File: src/svt_pkg.sv
// Shared constants, register map and state type of the serial video transmit front end.
// Summary of operation
// - Carry 32 payload plus 3 sync bits
// - Exactly one serial output lane
// - User bits used only in 32-bit mode
// - Width strap high selects 24-bit, low 32-bit
// - Low-frequency strap high selects low range
// - Power-down pin low powers the block down
// - Polarity strap low inverts video active
// - Edge strap picks rising or falling capture
// - Tester strap high enters bit-error test
// - Emphasis strap high enables pre-emphasis
// - Swing strap high normal, low weak drive
// - Active sends pixels, inactive sends sync
// - Hot-plug low starts training pattern
// - Lock low ends training, normal data follows
// - Power-down drives both serial lines high
package svt_pkg;
	// Lane word geometry
	localparam int COLOR_W = 10;
	localparam int USER_W = 2;
	localparam int LANE_W = 35;
	localparam int NARROW_LSBS = 2;
	// Lane word field positions
	localparam int LW_ACT = 0;
	localparam int LW_HS = 1;
	localparam int LW_VS = 2;
	localparam int LW_PAY_LSB = 3;
	localparam int LW_USER_LSB = 33;
	// Register byte offsets
	localparam logic [11:0] REG_CTRL = 12'h000;
	localparam logic [11:0] REG_STATUS = 12'h004;
	localparam logic [11:0] REG_PIXCNT = 12'h008;
	// Control register layout and reset value
	localparam int CTRL_HPD_IGNORE = 0;
	localparam logic [31:0] CTRL_RESET = 32'h0000_0000;
	// Status register bit positions
	localparam int ST_LOCK_BIT = 3;
	localparam int ST_HPD_BIT = 4;
	localparam int ST_W24_BIT = 5;
	localparam int ST_LF_BIT = 6;
	localparam int ST_EMPH_BIT = 7;
	localparam int ST_SWING_BIT = 8;
	localparam int ST_PWR_BIT = 9;
	// Lane word kinds
	localparam logic [1:0] KIND_IDLE = 2'h0;
	localparam logic [1:0] KIND_PIXEL = 2'h1;
	localparam logic [1:0] KIND_SYNC = 2'h2;
	localparam logic [1:0] KIND_PATTERN = 2'h3;
	// Test patterns
	localparam logic [34:0] TRAIN_PATTERN = 35'h5_5555_5555;
	localparam logic [30:0] PRBS_SEED = 31'h7FFF_FFFF;
	// Strap reset values
	localparam logic W24_RESET = 1'b0;
	localparam logic LF_RESET = 1'b0;
	// Link states
	typedef enum logic [2:0] {ST_OFF, ST_WAIT_HPD, ST_TRAIN, ST_NORMAL, ST_TEST} svt_state_t;
endpackage

File: src/svt_pattern_gen.sv
// Training and bit-error-test pattern source.
`timescale 1ns/1ps
`default_nettype none
module svt_pattern_gen (
	input wire logic pclk,
	input wire logic presetn,
	input wire logic restart,
	input wire logic advance,
	input wire logic test_mode,
	output logic [34:0] pat_word
);
	logic phase; // Training word polarity
	logic [30:0] lfsr; // Test sequence state
	logic next_phase;
	logic [30:0] next_lfsr;
	logic [34:0] next_pat_word;

	// Alternate training word, or step the 31-bit sequence in test mode
	always_comb begin
		next_phase = phase;
		next_lfsr = lfsr;
		if (restart) begin
			next_phase = 1'b0;
			next_lfsr = svt_pkg::PRBS_SEED;
		end else if (advance) begin
			next_phase = ~phase;
			next_lfsr = {lfsr[29:0], lfsr[30] ^ lfsr[27]};
		end
		next_pat_word = test_mode ? {next_lfsr[3:0], next_lfsr}
			: (next_phase ? ~svt_pkg::TRAIN_PATTERN : svt_pkg::TRAIN_PATTERN);
	end

	// Pattern registers
	always_ff @(posedge pclk or negedge presetn) begin
		if (!presetn) begin
			phase <= 1'b0;
			lfsr <= svt_pkg::PRBS_SEED;
			pat_word <= svt_pkg::TRAIN_PATTERN;
		end else begin
			phase <= next_phase;
			lfsr <= next_lfsr;
			pat_word <= next_pat_word;
		end
	end
endmodule
`default_nettype wire

File: src/svt_pixel_capture.sv
// Pixel bus capture at the selected pixel clock edge.
`timescale 1ns/1ps
`default_nettype none
module svt_pixel_capture (
	input wire logic pclk,
	input wire logic presetn,
	input wire logic pixel_clock_in,
	input wire logic edge_select,
	input wire logic polarity_flip_n,
	input wire logic width24,
	input wire logic [9:0] red_pixel_bits,
	input wire logic [9:0] green_pixel_bits,
	input wire logic [9:0] blue_pixel_bits,
	input wire logic [1:0] user_data_bits,
	input wire logic video_active,
	input wire logic line_sync,
	input wire logic frame_sync,
	output logic cap_valid,
	output logic [34:0] cap_word
);
	// Drop the two low colour bits in 24-bit mode
	function automatic logic [9:0] narrow(input logic [9:0] c, input logic w24);
		narrow = w24 ? {c[9:svt_pkg::NARROW_LSBS], 2'h0} : c;
	endfunction

	logic clk_q; // Pixel clock one cycle ago
	logic next_clk_q;
	logic next_cap_valid;
	logic [34:0] next_cap_word;
	logic edge_hit; // Selected edge seen this cycle

	// Edge select and word assembly
	always_comb begin
		next_clk_q = pixel_clock_in;
		edge_hit = edge_select ? (pixel_clock_in & ~clk_q) : (~pixel_clock_in & clk_q);
		next_cap_valid = edge_hit;
		next_cap_word = cap_word;
		if (edge_hit) begin
			next_cap_word[svt_pkg::LW_ACT] = video_active ^ ~polarity_flip_n;
			next_cap_word[svt_pkg::LW_HS] = line_sync;
			next_cap_word[svt_pkg::LW_VS] = frame_sync;
			next_cap_word[32:3] = {narrow(red_pixel_bits, width24),
				narrow(green_pixel_bits, width24), narrow(blue_pixel_bits, width24)};
			// User bits only ride along in 32-bit mode
			next_cap_word[34:33] = width24 ? 2'h0 : user_data_bits;
		end
	end

	// Capture registers
	always_ff @(posedge pclk or negedge presetn) begin
		if (!presetn) begin
			clk_q <= 1'b0;
			cap_valid <= 1'b0;
			cap_word <= '0;
		end else begin
			clk_q <= next_clk_q;
			cap_valid <= next_cap_valid;
			cap_word <= next_cap_word;
		end
	end

	property p_edge_capture;
		@(posedge pclk) disable iff (!presetn)
		(edge_select && pixel_clock_in && !clk_q) |=> cap_valid;
	endproperty
	a_edge_capture: assert property (p_edge_capture) else $error("rising edge missed");

	property p_de_polarity;
		@(posedge pclk) disable iff (!presetn)
		cap_valid |-> cap_word[0] == ($past(video_active) ^ !$past(polarity_flip_n));
	endproperty
	a_de_polarity: assert property (p_de_polarity) else $error("active flag polarity");
endmodule
`default_nettype wire

File: src/svt_tx_frontend.sv
// Top of the serial video transmit front end: straps, link states, lane words, APB registers.
`timescale 1ns/1ps
`default_nettype none
module svt_tx_frontend (
	input wire logic pclk,
	input wire logic presetn,
	// Parallel pixel bus
	input wire logic pixel_clock_in,
	input wire logic [9:0] red_pixel_bits,
	input wire logic [9:0] green_pixel_bits,
	input wire logic [9:0] blue_pixel_bits,
	input wire logic [1:0] user_data_bits,
	input wire logic video_active,
	input wire logic line_sync,
	input wire logic frame_sync,
	// Straps
	input wire logic power_down_n,
	input wire logic width_select,
	input wire logic low_freq_select,
	input wire logic polarity_flip_n,
	input wire logic edge_select,
	input wire logic field_tester_enable,
	input wire logic emphasis_select,
	input wire logic swing_select,
	// Receiver handshake
	input wire logic hot_plug_n,
	input wire logic rx_lock_n,
	// APB slave
	input wire logic psel,
	input wire logic penable,
	input wire logic pwrite,
	input wire logic [11:0] paddr,
	input wire logic [31:0] pwdata,
	output logic [31:0] prdata,
	output logic pready,
	output logic pslverr,
	// Lane side
	output logic [34:0] lane_word,
	output logic [1:0] lane_kind,
	output logic lane_valid,
	output logic serial_out_p,
	output logic serial_out_n,
	output logic emphasis_en,
	output logic swing_normal,
	output logic width24_mode,
	output logic low_freq_mode
);
	svt_pkg::svt_state_t state; // Link state
	svt_pkg::svt_state_t next_state;
	logic pd_q; // Power-down pin one cycle ago
	logic next_pd_q;
	logic next_width24;
	logic next_low_freq;
	logic next_emphasis;
	logic next_swing;
	logic hpd_ok; // Receiver present, or hot-plug ignored
	logic pd_rise; // Leaving power-down this cycle
	logic cap_valid;
	logic [34:0] cap_word;
	logic [34:0] pat_word;
	logic pat_restart;
	logic pat_advance;
	logic [34:0] next_lane_word;
	logic [1:0] next_lane_kind;
	logic next_lane_valid;
	logic next_serial_p;
	logic next_serial_n;
	logic [31:0] ctrl; // Software control word
	logic [31:0] next_ctrl;
	logic [31:0] pix_count; // Pixel words sent
	logic [31:0] next_pix_count;
	logic [31:0] next_prdata;
	logic next_pready;
	logic next_pslverr;
	logic apb_setup;
	logic apb_write;
	logic addr_hit;
	logic [31:0] status_word;

	// Capture stage, clocked from the system clock with the pixel clock sampled
	svt_pixel_capture u_capture (
		.pclk(pclk),
		.presetn(presetn),
		.pixel_clock_in(pixel_clock_in),
		.edge_select(edge_select),
		.polarity_flip_n(polarity_flip_n),
		.width24(width24_mode),
		.red_pixel_bits(red_pixel_bits),
		.green_pixel_bits(green_pixel_bits),
		.blue_pixel_bits(blue_pixel_bits),
		.user_data_bits(user_data_bits),
		.video_active(video_active),
		.line_sync(line_sync),
		.frame_sync(frame_sync),
		.cap_valid(cap_valid),
		.cap_word(cap_word)
	);

	// Training and test pattern source
	svt_pattern_gen u_pattern (
		.pclk(pclk),
		.presetn(presetn),
		.restart(pat_restart),
		.advance(pat_advance),
		.test_mode(state == svt_pkg::ST_TEST),
		.pat_word(pat_word)
	);

	// Link state machine
	always_comb begin
		hpd_ok = ~hot_plug_n | ctrl[svt_pkg::CTRL_HPD_IGNORE];
		next_state = state;
		if (!power_down_n) begin
			next_state = svt_pkg::ST_OFF;
		end else begin
			case (state)
				svt_pkg::ST_OFF: begin
					// Always retrain from the start after power-down
					next_state = svt_pkg::ST_WAIT_HPD;
				end
				svt_pkg::ST_WAIT_HPD: begin
					if (field_tester_enable) begin
						next_state = svt_pkg::ST_TEST;
					end else if (hpd_ok) begin
						next_state = svt_pkg::ST_TRAIN;
					end
				end
				svt_pkg::ST_TRAIN: begin
					if (field_tester_enable) begin
						next_state = svt_pkg::ST_TEST;
					end else if (!hpd_ok) begin
						next_state = svt_pkg::ST_WAIT_HPD;
					end else if (!rx_lock_n) begin
						next_state = svt_pkg::ST_NORMAL;
					end
				end
				svt_pkg::ST_NORMAL: begin
					// Lost lock falls back to training rather than sending blind
					if (field_tester_enable) begin
						next_state = svt_pkg::ST_TEST;
					end else if (!hpd_ok) begin
						next_state = svt_pkg::ST_WAIT_HPD;
					end else if (rx_lock_n) begin
						next_state = svt_pkg::ST_TRAIN;
					end
				end
				svt_pkg::ST_TEST: begin
					if (!field_tester_enable) begin
						next_state = svt_pkg::ST_WAIT_HPD;
					end
				end
				default: begin
					next_state = svt_pkg::ST_OFF;
				end
			endcase
		end
	end

	always_ff @(posedge pclk or negedge presetn) begin
		if (!presetn) begin
			state <= svt_pkg::ST_OFF;
		end else begin
			state <= next_state;
		end
	end

	// Strap sampling; width and range are taken only when leaving power-down
	always_comb begin
		next_pd_q = power_down_n;
		pd_rise = power_down_n & ~pd_q;
		next_width24 = width24_mode;
		next_low_freq = low_freq_mode;
		if (pd_rise) begin
			next_width24 = width_select;
			next_low_freq = low_freq_select;
		end
		// Drive options follow their pins, and fall away in power-down
		next_emphasis = emphasis_select & power_down_n;
		next_swing = swing_select & power_down_n;
	end

	always_ff @(posedge pclk or negedge presetn) begin
		if (!presetn) begin
			pd_q <= 1'b0;
			width24_mode <= svt_pkg::W24_RESET;
			low_freq_mode <= svt_pkg::LF_RESET;
			emphasis_en <= 1'b0;
			swing_normal <= 1'b0;
		end else begin
			pd_q <= next_pd_q;
			width24_mode <= next_width24;
			low_freq_mode <= next_low_freq;
			emphasis_en <= next_emphasis;
			swing_normal <= next_swing;
		end
	end

	// Lane word selection for the single serial lane
	always_comb begin
		pat_restart = (next_state == svt_pkg::ST_TRAIN && state != svt_pkg::ST_TRAIN)
			|| (next_state == svt_pkg::ST_TEST && state != svt_pkg::ST_TEST);
		pat_advance = cap_valid && (state == svt_pkg::ST_TRAIN || state == svt_pkg::ST_TEST);
		next_lane_word = lane_word;
		next_lane_kind = lane_kind;
		next_lane_valid = 1'b0;
		if (next_state == svt_pkg::ST_OFF) begin
			next_lane_word = '0;
			next_lane_kind = svt_pkg::KIND_IDLE;
		end else if (cap_valid && state == svt_pkg::ST_NORMAL) begin
			next_lane_valid = 1'b1;
			if (cap_word[svt_pkg::LW_ACT]) begin
				// Full 32-bit payload plus the three sync flags
				next_lane_word = cap_word;
				next_lane_kind = svt_pkg::KIND_PIXEL;
			end else begin
				// Blanking carries only the sync flags
				next_lane_word = {32'h0000_0000, cap_word[2:0]};
				next_lane_kind = svt_pkg::KIND_SYNC;
			end
		end else if (pat_advance) begin
			next_lane_valid = 1'b1;
			next_lane_word = pat_word;
			next_lane_kind = svt_pkg::KIND_PATTERN;
		end
		// One pair only; bit timing belongs to the analog serializer
		if (next_state == svt_pkg::ST_OFF) begin
			next_serial_p = 1'b1;
			next_serial_n = 1'b1;
		end else begin
			next_serial_p = ^next_lane_word;
			next_serial_n = ~(^next_lane_word);
		end
	end

	always_ff @(posedge pclk or negedge presetn) begin
		if (!presetn) begin
			lane_word <= '0;
			lane_kind <= svt_pkg::KIND_IDLE;
			lane_valid <= 1'b0;
			serial_out_p <= 1'b1;
			serial_out_n <= 1'b1;
		end else begin
			lane_word <= next_lane_word;
			lane_kind <= next_lane_kind;
			lane_valid <= next_lane_valid;
			serial_out_p <= next_serial_p;
			serial_out_n <= next_serial_n;
		end
	end

	// APB slave: zero-wait access phase, data prepared during setup
	always_comb begin
		apb_setup = psel & ~penable;
		apb_write = psel & penable & pready & pwrite;
		addr_hit = (paddr == svt_pkg::REG_CTRL) || (paddr == svt_pkg::REG_STATUS)
			|| (paddr == svt_pkg::REG_PIXCNT);
		status_word = '0;
		status_word[2:0] = 3'(state);
		status_word[svt_pkg::ST_LOCK_BIT] = ~rx_lock_n;
		status_word[svt_pkg::ST_HPD_BIT] = hpd_ok;
		status_word[svt_pkg::ST_W24_BIT] = width24_mode;
		status_word[svt_pkg::ST_LF_BIT] = low_freq_mode;
		status_word[svt_pkg::ST_EMPH_BIT] = emphasis_en;
		status_word[svt_pkg::ST_SWING_BIT] = swing_normal;
		status_word[svt_pkg::ST_PWR_BIT] = power_down_n;
		next_pready = apb_setup;
		next_pslverr = apb_setup & ~addr_hit;
		next_prdata = '0;
		if (apb_setup && !pwrite) begin
			case (paddr)
				svt_pkg::REG_CTRL: next_prdata = ctrl;
				svt_pkg::REG_STATUS: next_prdata = status_word;
				svt_pkg::REG_PIXCNT: next_prdata = pix_count;
				default: next_prdata = '0;
			endcase
		end
		next_ctrl = ctrl;
		if (apb_write && paddr == svt_pkg::REG_CTRL) begin
			next_ctrl = {31'h0000_0000, pwdata[svt_pkg::CTRL_HPD_IGNORE]};
		end
		// A pixel sent in the clearing cycle still counts
		next_pix_count = pix_count;
		if (apb_write && paddr == svt_pkg::REG_PIXCNT) begin
			next_pix_count = '0;
		end
		if (next_lane_valid && next_lane_kind == svt_pkg::KIND_PIXEL) begin
			next_pix_count = next_pix_count + 32'h0000_0001;
		end
	end

	always_ff @(posedge pclk or negedge presetn) begin
		if (!presetn) begin
			prdata <= '0;
			pready <= 1'b0;
			pslverr <= 1'b0;
			ctrl <= svt_pkg::CTRL_RESET;
			pix_count <= '0;
		end else begin
			prdata <= next_prdata;
			pready <= next_pready;
			pslverr <= next_pslverr;
			ctrl <= next_ctrl;
			pix_count <= next_pix_count;
		end
	end

	property p_pd_lines_high;
		@(posedge pclk) disable iff (!presetn)
		!power_down_n |=> serial_out_p && serial_out_n && state == svt_pkg::ST_OFF;
	endproperty
	a_pd_lines_high: assert property (p_pd_lines_high) else $error("lines not high");

	property p_pd_state;
		@(posedge pclk) disable iff (!presetn)
		power_down_n && state == svt_pkg::ST_OFF |=> state == svt_pkg::ST_WAIT_HPD;
	endproperty
	a_pd_state: assert property (p_pd_state) else $error("power-up not restarted");

	property p_user_masked;
		@(posedge pclk) disable iff (!presetn)
		lane_valid && lane_kind == svt_pkg::KIND_PIXEL && width24_mode |-> lane_word[34:33] == 2'h0;
	endproperty
	a_user_masked: assert property (p_user_masked) else $error("user bits in 24-bit");

	property p_width_strap;
		@(posedge pclk) disable iff (!presetn)
		power_down_n && !pd_q |=> width24_mode == $past(width_select);
	endproperty
	a_width_strap: assert property (p_width_strap) else $error("width strap missed");

	property p_freq_strap;
		@(posedge pclk) disable iff (!presetn)
		(power_down_n && pd_q) ##1 (power_down_n && pd_q) |-> $stable(low_freq_mode);
	endproperty
	a_freq_strap: assert property (p_freq_strap) else $error("range changed live");

	property p_drive_opts;
		@(posedge pclk) disable iff (!presetn)
		power_down_n |=> emphasis_en == $past(emphasis_select) && swing_normal == $past(swing_select);
	endproperty
	a_drive_opts: assert property (p_drive_opts) else $error("drive options wrong");

	property p_test_entry;
		@(posedge pclk) disable iff (!presetn)
		field_tester_enable && power_down_n && state != svt_pkg::ST_OFF |=> state == svt_pkg::ST_TEST;
	endproperty
	a_test_entry: assert property (p_test_entry) else $error("test mode not entered");

	property p_train_start;
		@(posedge pclk) disable iff (!presetn)
		state == svt_pkg::ST_WAIT_HPD && !hot_plug_n && !field_tester_enable && power_down_n
		|=> state == svt_pkg::ST_TRAIN;
	endproperty
	a_train_start: assert property (p_train_start) else $error("training not started");

	property p_lock_done;
		@(posedge pclk) disable iff (!presetn)
		state == svt_pkg::ST_TRAIN && hpd_ok && !rx_lock_n && !field_tester_enable && power_down_n
		|=> state == svt_pkg::ST_NORMAL;
	endproperty
	a_lock_done: assert property (p_lock_done) else $error("lock ignored");

	property p_sync_word;
		@(posedge pclk) disable iff (!presetn)
		lane_valid && lane_kind == svt_pkg::KIND_SYNC |-> lane_word[34:3] == 32'h0 && !lane_word[0];
	endproperty
	a_sync_word: assert property (p_sync_word) else $error("sync word malformed");

	property p_pixel_word;
		@(posedge pclk) disable iff (!presetn)
		lane_valid && lane_kind == svt_pkg::KIND_PIXEL |-> lane_word == $past(cap_word) && lane_word[0];
	endproperty
	a_pixel_word: assert property (p_pixel_word) else $error("pixel word altered");
endmodule
`default_nettype wire

File: config.mk
export PLATFORM = sky130hd
export DESIGN_NAME = svt_tx_frontend
export DESIGN_NICKNAME = d
export VERILOG_FILES = /design/src/svt_pkg.sv /design/src/svt_pattern_gen.sv /design/src/svt_pixel_capture.sv /design/src/svt_tx_frontend.sv
export SDC_FILE = /design/constraint.sdc
export NUM_CORES = 1
export LEC_CHECK = 0
export BUFFER_PORTS_ARGS = -buffer_cell sky130_fd_sc_hd__buf_2
export CELL_PAD_IN_SITES_DETAIL_PLACEMENT = 1
export CELL_PAD_IN_SITES_GLOBAL_PLACEMENT = 1
export CORE_MARGIN = 10
export CORE_UTILIZATION = 35
export DETAILED_ROUTE_END_ITERATION = 12
export PLACE_DENSITY = 0.75
export REMOVE_ABC_BUFFERS = 1
export SLEW_MARGIN = 30
export SYNTH_ARGS = -nofsm -noshare
export SYNTH_HDL_FRONTEND = slang
export SYNTH_SLANG_ARGS = --single-unit
File: constraint.sdc
create_clock -name pclk -period 3.4 [get_ports pclk]
set_input_delay 1.02 -clock pclk [delete_from_list [all_inputs] [get_ports pclk]]
set_output_delay 1.02 -clock pclk [all_outputs]
set_load 0.05 [all_outputs]
==> flow_summary.yaml <==
placement:
  dp_hpwl_um: 20000
  place_inst: 1516
  port_buffers: 141
  gp_routability_congestion: 0.774
layout:
  fill_cells: 3279
  final_util_pct: 42.6
  fin_nets: 1255
  area_growth_syn_to_layout_pct: 20.2
  regArea_mm2: 0.00554
  drive_gt1_share_pct: 24.0
  fin_cells: 1563
  multi_input_area_mm2: 0.00423
clocking:
  cts_tree: "built"
  clk_latency_ps: 530
  clk_path_buf_depth: 3
  cts_num_sinks: 219
  cts_buffers: 25
  clk_pin_slew_ps: 60
  postCtsSetupBuffers: 0
  cts_root_buf: "clkbuf_16"
  cts_hold_buf: 0
  cts_max_level: 1
  cts_resized: 0
synth:
  ys_ff_latch: 219
  yosys_warnings: 0
  synth.most_common_cell: "nand2_1"
  synth-async-reset-ratio_pct: 100
  synth_edf_count: 0
  synth.top_cell.area_share_pct: 41.5
  synthCells: 1019
  ys_seq_area_share_pct: 54.7
  syn_area_mm2: 0.0101
  synth_common_cells: "nand2_1, dfrtp_1, nor2_1"
  synthTopCellsByArea: "dfrtp_1, dfstp_2, nand2_1, xor2_1, nor2_1"
  synth_area_per_cell_um2: 9.95
  synthFlopType: "dfrtp_1"
  yosys.area.top_type: "dfrtp_1"
  synth.distinct_cells: 57
drt:
  dr.pass1.iters: 4
  drt_iter0_drc: 323
  vias: 7954
  wl_per_cell_um: 18.8
  routed_wl_um: 29300
  drtAntennaViolNets: 0
  drt-vias-per-instance: 5.09
  drc: 0
worst_setup_path:
  endpoint_kind: "register"
  startpoint_type: "register"
  slowest_delay_ps: 610
  crit_chain: "and4b_2 -> buf_4 -> and2_1 -> a32oi_1 -> xnor3_1 -> xnor3_1 -> xnor3_1 -> or2_1"
  cp_data_required_time_ps: 3840
  path_class: "reg -> reg"
  cpMostUsedCell: "xnor3_1"
  worstPathArrival_ps: 3680
  crit_fanout: 13
  crit_slowest_cell: "dfrtp_1"
  critPathTopFamily: "simple AND/OR/NAND/NOR gates"
  critPathBufInv: 1
global_routing:
  grt_pass1_wl_um: 47500
  grt-ovfl-total: 0
  antenna_found_initial: 6
  grt_max_degree: 94
  grt_pass1_vias: 8712
  grtUsageTotal_pct: 16.1
die:
  core_area_mm2: 0.0286
  initial_utilization_pct: 35.4
  fp.dieH_um: 190
  std_cell_rows: 62
  fp.dieArea_mm2: 0.0362
  pin_count: 173
  dieWidth_um: 190
timing:
  slew_headroom_pct: 42.2
  period_share_pct: 95.3
  timing.final.max_slew_violations: 0
  max_freq_ghz: 0.309
  skew_ps: 15.0
  tns_ps: 0
  worst_pin_slew_ps: 865
  layout_min_cycle_time_ps: 3240
  finalSetupViolations: 0
  grt_setup_unrepaired: "false"
  hold_viol: 0
  hold_ws_ps: 493
power_and_ir_drop:
  power_density_mw_per_mm2: 542
  power_leakage_nw: 5.76
  power_w: 0.00660
  vdd_drop_max_v: 0.000324
run_status:
  status: "finished, final reports clean"
run:
  drv_cap: 0
hold_path:
  hp-class: "reg -> reg"
## power breakdown
group / switching (W) / internal [W] / total (W)
Clock: 0.00107 / 0.00163 / 0.00270
Sequential: 0.000174 / 0.00286 / 0.00304
Combinational: 0.000528 / 0.000343 / 0.000871
## worst register-to-register path, stage by stage (launching register included)
cell and delay (ps):
dfrtp_1 610, and4b_2 460, buf_4 260, and2_1 420, a32oi_1 140, xnor3_1 310, xnor3_1 310, xnor3_1 410
or2_1 230
## cells in the final DEF, fill, tap and decap left out, types with 33 or more instances in the layout
master and instances:
buf_2 140, dfrtp_1 168, nand3_1 33, xor2_1 37, o21ai_0 41, dfstp_2 51
a21oi_1 49, nand2_1 212, nor2_1 83, and2_1 35
## cells by family after synthesis
family                     share of synthesized area, %
DFF                                                54.7
adders and majority gates                         0.123
and+or+nand+nor                                    19.3
muxes                                              3.51
buffers and inverters                              3.73
xor gates and xnor gates                           7.23
AOI/OAI and AO/OA                                  11.4
## per-layer routing
metal / global-route usage, % / wire length (um)
met1: 19.4 / 12700
met2: 27.9 / 14400
met3: 4.80 / 1800
met4: 3.15 / 419
met5: 0 / 48
## per-stage QoR
stage | instance area, um^2 | setup slack [ps]
floorplan | 9830 | -620
global placement | 11400 | 66.3
detailed placement | 11400 | -22.6
CTS | 12200 | 182
global route | 12200 | 85.5
finish | 12200 | 159
## state kept, by name (all words and copies together), names as in the netlist, 2 cells and up
register / count
u_pattern.pat_word: 35
prdata: 32
lane_word: 35
u_capture.cap_word: 35
state: 3
u_pattern.lfsr: 31
lane_kind: 2
pix_count: 32
## final cells by class
type	count	area share (%)
Antenna cell	2	0.0411
Clock buffer	43	6.44
Clock inverter	2	0.308
Inverter	18	0.554
Multi-Input combinational cell	718	34.7
Sequential cell	219	45.5
Tap cell	384	3.94
Timing Repair Buffer	177	8.50
## path summary, 6_finish.rpt
| path | from | to | slack [ps] | cells past startpoint |
|---|---|---|---|---|
| hold / removal | u_capture.cap_word[33] | u_capture.cap_word[33] | 490 | 2 |
| setup reg to reg | state[1] | serial_out_p | 160 | 8 |
| min in group asynchronous | presetn | lane_kind[1] | 500 | 1 |
| max in group asynchronous | presetn | lane_word[22] | 2000 | 2 |
| setup / recovery | state[1] | serial_out_p | 160 | 8 |
| hold reg to reg | u_capture.cap_word[33] | u_capture.cap_word[33] | 490 | 2 |
Note: power is estimated with default switching activity, not from simulation.
